$ cat config.mk
export PLATFORM = sky130hd
export DESIGN_NAME = oamd_decoder
export DESIGN_NICKNAME = d
export VERILOG_FILES = /design/src/shared/oamd_pkg.sv /design/src/rtl/oamd_decoder.sv
export SDC_FILE = /design/constraint.sdc
export NUM_CORES = 1
export LEC_CHECK = 0
export BUFFER_PORTS_ARGS = -buffer_cell sky130_fd_sc_hd__buf_2
export CAP_MARGIN = 20
export CORE_UTILIZATION = 40
export CTS_BUF_LIST = sky130_fd_sc_hd__clkbuf_8
export CTS_CLUSTER_DIAMETER = 100
export CTS_CLUSTER_SIZE = 16
export DETAILED_ROUTE_END_ITERATION = 12
export PLACE_DENSITY = 0.61
export SYNTH_ARGS = -nofsm -noshare
export SYNTH_HDL_FRONTEND = slang
export SYNTH_SLANG_ARGS = --single-unit
$ cat constraint.sdc
create_clock -name clk_i -period 3.8 [get_ports clk_i]
set_input_delay 0.57 -clock clk_i [delete_from_list [all_inputs] [get_ports clk_i]]
set_output_delay 0.57 -clock clk_i [all_outputs]
set_load 0.02 [all_outputs]
$ cat src/shared/oamd_pkg.sv
// Constants and types of the operand address mode decoder.
// Assumes one clock domain and a memory with one cycle of read latency.

package oamd_pkg;

	// ----------------------------------------------------------------
	// Prebytes and flag operations
	// ----------------------------------------------------------------
	localparam logic [7:0] SECOND_INDEX_PREBYTE    = 8'h90;
	localparam logic [7:0] SECOND_INDIRECT_PREBYTE = 8'h91;
	localparam logic [7:0] INDIRECT_PREBYTE        = 8'h92;
	localparam logic [7:0] SET_IRQ_MASK_OP         = 8'h9B;
	localparam logic [7:0] CLEAR_IRQ_MASK_OP       = 8'h9A;
	localparam logic [1:0] IRQ_MASK_SET_LVL        = 2'h3;
	localparam logic [1:0] IRQ_MASK_CLR_LVL        = 2'h0;
	localparam logic [1:0] IRQ_MASK_RST            = 2'h3;

	// ----------------------------------------------------------------
	// Opcode groups, selected by the upper opcode nibble
	// ----------------------------------------------------------------
	localparam logic [3:0] GRP_BIT_REL   = 4'h0;
	localparam logic [3:0] GRP_BIT       = 4'h1;
	localparam logic [3:0] GRP_REL       = 4'h2;
	localparam logic [3:0] GRP_DIR_RMW   = 4'h3;
	localparam logic [3:0] GRP_IDXS_RMW  = 4'h6;
	localparam logic [3:0] GRP_IDX0_RMW  = 4'h7;
	localparam logic [3:0] GRP_IMM       = 4'hA;
	localparam logic [3:0] GRP_DIR_S     = 4'hB;
	localparam logic [3:0] GRP_DIR_L     = 4'hC;
	localparam logic [3:0] GRP_IDX_L     = 4'hD;
	localparam logic [3:0] GRP_IDX_S     = 4'hE;
	localparam logic [3:0] GRP_IDX0      = 4'hF;

	// ----------------------------------------------------------------
	// Address formation
	// ----------------------------------------------------------------
	localparam logic [7:0]  PAGE_ZERO_HI = 8'h00;
	localparam logic [15:0] RESET_PC     = 16'h0000;

	// ----------------------------------------------------------------
	// Types
	// ----------------------------------------------------------------
	typedef enum logic [4:0] {
		M_INH      = 5'h00,
		M_IMM      = 5'h01,
		M_DIR_S    = 5'h02,
		M_DIR_L    = 5'h03,
		M_IDX0     = 5'h04,
		M_IDX_S    = 5'h05,
		M_IDX_L    = 5'h06,
		M_IND_S    = 5'h07,
		M_IND_L    = 5'h08,
		M_INDIDX_S = 5'h09,
		M_INDIDX_L = 5'h0A,
		M_REL_D    = 5'h0B,
		M_REL_I    = 5'h0C,
		M_BIT_D    = 5'h0D,
		M_BIT_I    = 5'h0E,
		M_BITREL_D = 5'h0F,
		M_BITREL_I = 5'h10
	} oamd_mode_t;

	typedef enum logic [2:0] {
		ST_IDLE = 3'h0,
		ST_OPC  = 3'h1,
		ST_OP1  = 3'h2,
		ST_OP2  = 3'h3,
		ST_PT1  = 3'h4,
		ST_PT2  = 3'h5,
		ST_DONE = 3'h6
	} oamd_state_t;

endpackage

$ cat src/rtl/oamd_decoder.sv
// Operand address mode decoder: fetches prebyte, opcode, operand and pointer
// bytes and forms the effective address, branch target and next program counter.
// Assumes a memory on the same clock that returns data one cycle after a read.
//
// Function
// - Seventeen addressing modes in seven groups.
// - Short submodes take one address byte; short indexed reaches 1FE.
// - Long submodes reach whole 64 Kbyte space.
// - Read-modify-write opcodes use short submodes only.
// - Inherent instructions are one byte, two with prebyte 90.
// - Immediate: one operand byte after opcode.
// - Short direct: one address byte, page zero.
// - Long direct: 16-bit address from two bytes.
// - Indexed: unsigned sum of index and offset.
// - No-offset indexed: index alone addresses page zero.
// - Short indexed: byte offset, span 00 to 1FE.
// - Long indexed: word offset plus index.
// - Indirect: read operand address at pointer.
// - Short indirect: byte pointer, page zero.
// - Long indirect forms: word pointer, full space.
// - Indirect indexed: pointer value plus index.
// - Short indirect indexed: span 00 to 1FE.
// - Set mask gives level 3, clear level 0.
// - Relative: signed 8-bit offset added to PC.
// - Prebyte 90 selects the second index register.
// - Prebyte 92 indirect; 91 second-register indirect indexed.

`timescale 1ns/1ps

module oamd_decoder
	import oamd_pkg::*;
(
	// Clock and reset
	input  wire logic        clk_i,
	input  wire logic        arst_n_i,
	// Decode request
	input  wire logic        start_i,
	input  wire logic [15:0] pc_i,
	input  wire logic [7:0]  x_i,
	input  wire logic [7:0]  y_i,
	// Memory read port
	output logic             mem_rd_o,
	output logic [15:0]      mem_addr_o,
	input  wire logic [7:0]  mem_rdata_i,
	// Decode result
	output logic             busy_o,
	output logic             done_o,
	output logic [4:0]       mode_o,
	output logic [7:0]       opcode_o,
	output logic [7:0]       operand_o,
	output logic [15:0]      ea_o,
	output logic [15:0]      target_o,
	output logic [15:0]      next_pc_o,
	output logic [2:0]       length_o,
	output logic             second_index_o,
	output logic             illegal_o,
	output logic [1:0]       irq_mask_o
);

	// ----------------------------------------------------------------
	// Decode functions
	// ----------------------------------------------------------------
	function automatic oamd_mode_t dec_mode(input logic [7:0] p, input logic [7:0] o);
		logic ind;
		logic ind_idx;
		ind     = (p == INDIRECT_PREBYTE);
		ind_idx = ind || (p == SECOND_INDIRECT_PREBYTE);
		case (o[7:4])
			GRP_BIT_REL:  dec_mode = ind ? M_BITREL_I : M_BITREL_D;
			GRP_BIT:      dec_mode = ind ? M_BIT_I : M_BIT_D;
			GRP_REL:      dec_mode = ind ? M_REL_I : M_REL_D;
			GRP_DIR_RMW:  dec_mode = ind ? M_IND_S : M_DIR_S;
			GRP_IDXS_RMW: dec_mode = ind_idx ? M_INDIDX_S : M_IDX_S;
			GRP_IDX0_RMW: dec_mode = M_IDX0;
			GRP_IMM:      dec_mode = M_IMM;
			GRP_DIR_S:    dec_mode = ind ? M_IND_S : M_DIR_S;
			GRP_DIR_L:    dec_mode = ind ? M_IND_L : M_DIR_L;
			GRP_IDX_L:    dec_mode = ind_idx ? M_INDIDX_L : M_IDX_L;
			GRP_IDX_S:    dec_mode = ind_idx ? M_INDIDX_S : M_IDX_S;
			GRP_IDX0:     dec_mode = M_IDX0;
			default:      dec_mode = M_INH;
		endcase
	endfunction

	function automatic logic bad_prebyte(input logic [7:0] p, input logic [3:0] h);
		bad_prebyte = 1'b0;
		if (p == SECOND_INDEX_PREBYTE) begin
			bad_prebyte = (h == GRP_BIT_REL) || (h == GRP_BIT)
				|| (h == GRP_REL);
		end else if (p == SECOND_INDIRECT_PREBYTE) begin
			bad_prebyte = !((h == GRP_IDXS_RMW) || (h == GRP_IDX_L) || (h == GRP_IDX_S));
		end else if (p == INDIRECT_PREBYTE) begin
			bad_prebyte = (h > GRP_DIR_RMW) && (h != GRP_IDXS_RMW) && (h != GRP_DIR_S)
				&& (h != GRP_DIR_L) && (h != GRP_IDX_L) && (h != GRP_IDX_S);
		end
	endfunction

	function automatic logic [1:0] op_bytes(input oamd_mode_t m);
		case (m)
			M_INH, M_IDX0:           op_bytes = 2'd0;
			M_DIR_L, M_IDX_L:        op_bytes = 2'd2;
			M_BITREL_D, M_BITREL_I:  op_bytes = 2'd2;
			default:                 op_bytes = 2'd1;
		endcase
	endfunction

	// ----------------------------------------------------------------
	// Internal state
	// ----------------------------------------------------------------
	oamd_state_t st_q;
	oamd_mode_t  mode_q;
	oamd_mode_t  dec_m;
	logic        wt_q;
	logic [15:0] pc_q;
	logic [15:0] pc0_q;
	logic [7:0]  pre_q;
	logic [7:0]  opc_q;
	logic [7:0]  x_q;
	logic [7:0]  y_q;
	logic [7:0]  ptr_q;
	logic [7:0]  off_q;
	logic [15:0] base_q;
	logic        ysel_q;
	logic        bad_q;
	logic        is_pre;
	logic        indexed;
	logic [7:0]  idx_val;
	logic [15:0] len_full;
	logic [7:0]  d;

	assign d        = mem_rdata_i;
	assign dec_m    = dec_mode(pre_q, d);
	assign is_pre   = (d == SECOND_INDEX_PREBYTE) || (d == SECOND_INDIRECT_PREBYTE)
		|| (d == INDIRECT_PREBYTE);
	assign indexed  = (mode_q == M_IDX0) || (mode_q == M_IDX_S) || (mode_q == M_IDX_L)
		|| (mode_q == M_INDIDX_S) || (mode_q == M_INDIDX_L);
	assign idx_val  = ysel_q ? y_q : x_q;
	assign len_full = pc_q - pc0_q;

	// ----------------------------------------------------------------
	// Fetch sequencer
	// ----------------------------------------------------------------
	always_ff @(posedge clk_i or negedge arst_n_i) begin
		if (!arst_n_i) begin
			st_q       <= ST_IDLE;
			wt_q       <= 1'b0;
			mem_rd_o   <= 1'b0;
			mem_addr_o <= RESET_PC;
			pc_q       <= RESET_PC;
			pc0_q      <= RESET_PC;
			pre_q      <= 8'h00;
			opc_q      <= 8'h00;
			mode_q     <= M_INH;
			x_q        <= 8'h00;
			y_q        <= 8'h00;
			ptr_q      <= 8'h00;
			off_q      <= 8'h00;
			base_q     <= 16'h0000;
			ysel_q     <= 1'b0;
			bad_q      <= 1'b0;
		end else begin
			mem_rd_o <= 1'b0;
			if (st_q != ST_IDLE && st_q != ST_DONE && wt_q) begin
				wt_q <= 1'b0;
			end else begin
				unique case (st_q)
					ST_IDLE: begin
						if (start_i) begin
							pc_q       <= pc_i;
							pc0_q      <= pc_i;
							pre_q      <= 8'h00;
							x_q        <= x_i;
							y_q        <= y_i;
							base_q     <= 16'h0000;
							off_q      <= 8'h00;
							mem_rd_o   <= 1'b1;
							mem_addr_o <= pc_i;
							wt_q       <= 1'b1;
							st_q       <= ST_OPC;
						end
					end
					ST_OPC: begin
						pc_q <= pc_q + 16'h0001;
						if (pre_q == 8'h00 && is_pre) begin
							pre_q      <= d;
							mem_rd_o   <= 1'b1;
							mem_addr_o <= pc_q + 16'h0001;
							wt_q       <= 1'b1;
						end else begin
							opc_q  <= d;
							mode_q <= dec_m;
							ysel_q <= (pre_q == SECOND_INDEX_PREBYTE)
								|| (pre_q == SECOND_INDIRECT_PREBYTE);
							bad_q  <= bad_prebyte(pre_q, d[7:4]);
							if (op_bytes(dec_m) == 2'd0) begin
								st_q <= ST_DONE;
							end else begin
								mem_rd_o   <= 1'b1;
								mem_addr_o <= pc_q + 16'h0001;
								wt_q       <= 1'b1;
								st_q       <= ST_OP1;
							end
						end
					end
					ST_OP1: begin
						pc_q  <= pc_q + 16'h0001;
						ptr_q <= d;
						case (mode_q)
							M_DIR_L, M_IDX_L: begin
								base_q[15:8] <= d;
								mem_rd_o     <= 1'b1;
								mem_addr_o   <= pc_q + 16'h0001;
								wt_q         <= 1'b1;
								st_q         <= ST_OP2;
							end
							M_BITREL_D: begin
								base_q     <= {PAGE_ZERO_HI, d};
								mem_rd_o   <= 1'b1;
								mem_addr_o <= pc_q + 16'h0001;
								wt_q       <= 1'b1;
								st_q       <= ST_OP2;
							end
							M_IND_S, M_IND_L, M_INDIDX_S, M_INDIDX_L,
							M_REL_I, M_BIT_I, M_BITREL_I: begin
								mem_rd_o   <= 1'b1;
								mem_addr_o <= {PAGE_ZERO_HI, d};
								wt_q       <= 1'b1;
								st_q       <= ST_PT1;
							end
							default: begin
								base_q <= {PAGE_ZERO_HI, d};
								off_q  <= d;
								st_q   <= ST_DONE;
							end
						endcase
					end
					ST_OP2: begin
						pc_q <= pc_q + 16'h0001;
						if (mode_q == M_DIR_L || mode_q == M_IDX_L) begin
							base_q[7:0] <= d;
						end else begin
							off_q <= d;
						end
						st_q <= ST_DONE;
					end
					ST_PT1: begin
						if (mode_q == M_REL_I) begin
							off_q <= d;
							st_q  <= ST_DONE;
						end else if (mode_q == M_IND_L || mode_q == M_INDIDX_L) begin
							base_q[15:8] <= d;
							mem_rd_o     <= 1'b1;
							mem_addr_o   <= {PAGE_ZERO_HI, ptr_q + 8'h01};
							wt_q         <= 1'b1;
							st_q         <= ST_PT2;
						end else begin
							base_q <= {PAGE_ZERO_HI, d};
							if (mode_q == M_BITREL_I) begin
								mem_rd_o   <= 1'b1;
								mem_addr_o <= pc_q;
								wt_q       <= 1'b1;
								st_q       <= ST_OP2;
							end else begin
								st_q <= ST_DONE;
							end
						end
					end
					ST_PT2: begin
						base_q[7:0] <= d;
						st_q        <= ST_DONE;
					end
					ST_DONE: begin
						st_q <= ST_IDLE;
					end
					default: begin
						st_q <= ST_IDLE;
					end
				endcase
			end
		end
	end

	// ----------------------------------------------------------------
	// Results
	// ----------------------------------------------------------------
	always_ff @(posedge clk_i or negedge arst_n_i) begin
		if (!arst_n_i) begin
			busy_o         <= 1'b0;
			done_o         <= 1'b0;
			mode_o         <= M_INH;
			opcode_o       <= 8'h00;
			operand_o      <= 8'h00;
			ea_o           <= 16'h0000;
			target_o       <= 16'h0000;
			next_pc_o      <= RESET_PC;
			length_o       <= 3'h0;
			second_index_o <= 1'b0;
			illegal_o      <= 1'b0;
		end else begin
			busy_o <= (st_q == ST_IDLE) ? start_i : (st_q != ST_DONE);
			done_o <= (st_q == ST_DONE);
			if (st_q == ST_DONE) begin
				mode_o         <= mode_q;
				opcode_o       <= opc_q;
				operand_o      <= off_q;
				ea_o           <= base_q + (indexed ? {8'h00, idx_val} : 16'h0000);
				target_o       <= pc_q + {{8{off_q[7]}}, off_q};
				next_pc_o      <= pc_q;
				length_o       <= len_full[2:0];
				second_index_o <= ysel_q;
				illegal_o      <= bad_q;
			end
		end
	end

	// ----------------------------------------------------------------
	// Interrupt mask level
	// ----------------------------------------------------------------
	always_ff @(posedge clk_i or negedge arst_n_i) begin
		if (!arst_n_i) begin
			irq_mask_o <= IRQ_MASK_RST;
		end else if (st_q == ST_DONE && pre_q == 8'h00) begin
			if (opc_q == SET_IRQ_MASK_OP) begin
				irq_mask_o <= IRQ_MASK_SET_LVL;
			end else if (opc_q == CLEAR_IRQ_MASK_OP) begin
				irq_mask_o <= IRQ_MASK_CLR_LVL;
			end
		end
	end

endmodule // oamd_decoder

# After elaboration in Yosys (flattened, before gate mapping)
# Cells that the tools add are included.
# op_classes
n_addsub	5
multipliers	0
n_div	0
order_cmp	1
eq_ne	67
n_shift	0
n_mux	71
bitwise	2
reduce_logical	62
# op_table
operator	count
two-way mux 16 bit	8
two-way mux 8 bit	11
equality test 8 bit (second input constant)	8
one-hot mux 16 bit (2 select lines)	2
one-hot mux 16 bit (4 select lines)	1
one-hot mux 5 bit (9 select lines)	1
one-hot mux 8 bit (5 select lines)	1
equality test 5 x 4 -> 1 bit (second input constant)	7
one-hot mux 8 bit (2 select lines)	2
one-hot mux 8 bit (4 select lines)	1
equality test 5 x 3 -> 1 bit (second input constant)	6
equality test 4 bit (second input constant)	6
two-way mux 3 bit	8
!= test 4 bit (second input constant)	6
one-hot mux 8 bit (3 select lines)	1
!= test 2 bit (second input constant)	11
two-way mux 1 bit	20
!= test 3 bit (second input constant)	6
adder 16 x 1 -> 16 bit (second input constant)	1
adder 16 bit	1
adder 16 x 8 -> 16 bit	1
one-hot mux 3 bit (5 select lines)	1
logical OR 1 bit	14
AND reduction 7 bit	2
42 further kinds	82
# totals
regBits	189
latch_bits	0
mem_bits_rw	0
mem_bits_ro	0
out_inout_bits	95
n_memories	0

# Longest topological paths before layout
# depth
ltp_word	15
depth_mapped	14

# Least setup slack after synthesis
# Ideal clock, no wire load.
# synth_path
path_type	register to register
start	reg mode_q[3]
end	reg ea_o[7]
arrival_time_ns	2.687
setup_slack_ns	0.988
stages_incl_launch_ff	12
n_path_buf	1
period_less_slack_ns	2.812
cell_sequence	dfrtp_1 -> buf_2 -> a221oi_1 -> o21ai_1 -> or2_2 -> inv_1 -> ha_1 -> a211oi_1 -> o211a_1 -> o21ai_0 -> xor2_1 -> mux2_2
# synth_via
elab_chain_cells	7
word_cells_on_any_way	11
classes_between	add/sub: 1; eq/ne: 5; mux: 1; reduce/logical: 4
# synth_lines
element	line_no	text
from (decl)	oamd_decoder.sv:111	oamd_mode_t mode_q;
from (signal assigned)	oamd_decoder.sv:191	mode_q <= dec_m;
equality test 5 x 3 -> 1 bit	oamd_decoder.sv:135	assign indexed = (mode_q == M_IDX0) || (mode_q == M_IDX_S) || (mode_q == M_IDX_L)
logical OR 1 bit (2 in series)	oamd_decoder.sv:135	
logical OR 1 bit	oamd_decoder.sv:136	|| (mode_q == M_INDIDX_S) || (mode_q == M_INDIDX_L);
logical OR 1 bit *	oamd_decoder.sv:136	
two-way mux 8 bit *	oamd_decoder.sv:306	ea_o <= base_q + (indexed ? {8'h00, idx_val} : 16'h0000);
adder 16 x 8 -> 16 bit *	oamd_decoder.sv:306	
to (signal assigned)	oamd_decoder.sv:306	
to (decl)	oamd_decoder.sv:51	output logic [15:0] ea_o,
# Mark *: on every way between the ends. The rest lies on a longest branch, timed or not.
# A chain may end at the register's enable or synchronous reset.

# Final worst setup path
# layout_path
start	reg mode_q[2]
end	reg ea_o[15]
# Same word-level chain as after synthesis.

==> results.toml <==
[run_status]
outcome = "finished clean"

[critical_path]
timing.rr.start = "mode_q[2]$_DFFE_PN0P_"
crit_type = "register to register"
rrSetupSlack_ns = 0.72
r2r_end = "ea_o[15]$_DFFE_PN0P_"
crit_family = "compound AO/OA/AOI/OAI gates"
critPathLaunchType = "register"
endpoint_kind = "register"
critPathBufInv = 2
crit_chain = "a221oi_1, o21ai_1, buf_4, or2_2, inv_1, ha_1, a211oi_1, o211a_1, o31ai_1, nand3_1, xnor2_1, o21ai_0"
crit_fanout = 14
critPathLaunch = "mode_q[2]$_DFFE_PN0P_"
crit_end = "ea_o[15]$_DFFE_PN0P_"
cp.depth = 12
cp.required_ns = 4.21
rr_worst_depth = 12
slowest_delay_ns = 0.56
arrival_ns = 3.49
slowest_stage = "dfrtp_1"

[timing]
finalSetupTns_ns = 0
hold_violations = 0
rsz0062_at_grt = "false"
finClkSkew_ns = 0.0140
fin_crit_ns = 3.08
drv_slew = 0
slew_headroom_pct = 37.3
fin_crit_sh_pct = 81.2
setup_viol = 0
max_freq_mhz = 324
worstMarginPinSlew_ns = 0.940
holdWs_ns = 0.167

[clock_network]
ctsHoldBuffers = 0
path_clk_slew_ns = 0.11
numCtsBuffers = 17
htree_levels = 4
cts_max_path_buffers = 2
tritoncts = "built"
cts_setup_buffers = 0
cts_resized = 0
insertion_delay_ns = 0.49
clkSinkCount = 188
cts_root_buf = "clkbuf_8"

[detailed_routing]
routed-via-count = 8399
drt-wirelength-per-cell_um = 17.6
viasPerCell = 5.49
antenna_left = 0
drc = 0
drt_wl_total_um = 27000
drt_iter0_markers = 619
drtPass1Iterations = 5

[power]
p_leak_uw = 0.00531
cellPowerDensity_mw_per_mm2 = 959
ir_worst_vdd_mv = 0.366
p_sw_uw = 5230
p_int_uw = 5860
clockPowerShare_pct = 12.1
seqPwrFrac_pct = 33.7
p_comb_share_pct = 54.1
p_sw_share_pct = 47.2

[floorplan]
die_x_um = 162
initial_core_util_pct = 40.8
fp.dieH_um = 162
die-area_mm2 = 0.0263
core_mm2 = 0.0252
fp-row-count = 58
io_pins = 138

[synth]
avgSynthCellArea_um2 = 9.46
yosysWarnings = 0
seq_area_frac_synth_pct = 45.8
synth-seq-cells = 188
synthCells = 1086
synth_fp_nets = 1158
synth_ff_type = "dfrtp_1"
synth_edf_count = 0
synth_cell_types = 73
async_reset_ff_share_pct = 100
syn-cell-area_mm2 = 0.0103

[placed_design]
portBuffers = 137
gp_congestion = 0.868
hpwl_um = 19400
place_area_mm2 = 0.0112

[cells_and_area]
multi_input_area_mm2 = 0.00510
drive_above_1_share_pct = 22.1
seq_area_mm2 = 0.00471
n_antenna_cell = 0
syn_to_final_growth_pct = 12.7
fin_nets = 1260
num-fill-cells = 2459
finalInstanceArea_mm2 = 0.0116

[global_routing]
grt_pass1_wl_um = 43500
grt_overflow = 0
grtUsageTotal_pct = 21.2
grt_max_degree = 106
grt_pass1_vias = 8177
antenna_found_initial = 1

[worst_hold_path]
hp-class = "primary input to asynchronous set/reset pin"

[job]
cap_violations = 0
Yosys cell counts, types with 8 or more instances:
cell type / n / share of area [%]
dfrtp_1: 187 / 46
nand2_1: 186 / 6.8
o21ai_0: 95 / 4.6
nor2_1: 61 / 2.2
mux2_2: 50 / 5.5
a21oi_1: 44 / 2.1
clkbuf_1: 43 / 1.6
inv_1: 42 / 1.5
mux2i_1: 34 / 3.3
xnor2_1: 31 / 2.6
nand3_1: 27 / 1.3
ha_1: 26 / 3.2
nor3_1: 17 / 0.83
buf_2: 16 / 0.78
xor2_1: 16 / 1.4
and3_1: 11 / 0.67
o22ai_1: 10 / 0.61
a222oi_1: 9 / 0.88
o21a_1: 9 / 0.66
a211oi_1: 8 / 0.58
a221oi_1: 8 / 0.68
and2_1: 8 / 0.49
layout by cell type, fill, tap and decap left out, drive strengths merged, types with 26 or more instances in the layout:
cell and n:
o21ai 98, mux2i 34, buf 152, inv 49, nor2 61, dfrtp 187, xnor2 31, nand2 186
a21oi 50, mux2 50, nand3 27, ha 26
metrics by stage:
step	setup WS [ns]	cells	utilization [%]	total power, uW
floorplan	0.988	1086	-	8090
global placement	0.802	1499	44.4	9730
detailed placement	0.754	1499	44.4	9820
CTS	0.720	1531	46.0	11200
global route	0.362	1531	46.0	12000
finish	0.715	1531	46.0	11100
layer usage:
layer,vias to the layer above,track usage [%],part of all wire (%)
li1,4010,-,-
met1,4064,28.2,44
met2,282,34.7,47
met3,43,4.06,6.8
met4,0,6.60,2.0
met5,-,0,0
worst register-to-register path, cell delays in order, from the launching register on:
cell	delay [ns]
dfrtp_1	0.56
a221oi_1	0.32
o21ai_1	0.12
buf_4	0.20
or2_2	0.33
inv_1	0.06
ha_1	0.16
a211oi_1	0.08
o211a_1	0.27
o31ai_1	0.47
nand3_1	0.15
xnor2_1	0.14
o21ai_0	0.15
worst min-delay path by stage:
stage	from	end	slack, ns	depth (start not counted)
detailed placement	next_pc_o[10]$_DFFE_PN0P_	next_pc_o[10]$_DFFE_PN0P_	0.46	2
CTS	arst_n_i	next_pc_o[12]$_DFFE_PN0P_	0.19	1
global placement	next_pc_o[11]$_DFFE_PN0P_	next_pc_o[11]$_DFFE_PN0P_	0.45	2
floorplan	arst_n_i	bad_q$_DFFE_PN0P_	0.27	0
finish	arst_n_i	done_o$_DFF_PN0_	0.17	1
global route	arst_n_i	next_pc_o[11]$_DFFE_PN0P_	0.23	1
flip-flops by register name, summed over array words and instances, names as in the netlist, 16 cells and up:
signal / count
base_q: 16
ea_o: 16
mem_addr_o: 16
next_pc_o: 16
pc_q: 16
target_o: 16
power groups by stage:
stage / registers [uW] / logic, uW / clock network [uW]
floorplan: 3930 / 4160 / 0
global placement: 3780 / 5950 / 0
detailed placement: 3790 / 6020 / 0
CTS: 3750 / 6040 / 1380
global route: 3880 / 6670 / 1450
finish: 3750 / 6010 / 1350
cell families after synthesis:
family	Yosys count	synth area share, %
AO/OA/AOI/OAI	264	17.1
XOR/XNOR	47	4.01
buffers and inverters	113	4.69
AND/OR/NAND/NOR	360	15.7
multiplexers	84	8.80
flip-flops	188	45.8
adder cells (fa/ha/maj)	30	3.85
area by class of cell:
class	instances	area share (%)
clock inverter	14	1.18
multi-input combinational	785	44.0
clock buffer	18	2.14
sequential	188	40.7
inverter	43	1.39
timing repair buffer	153	7.04
tap	330	3.57
(Power assumes the default switching activity.)
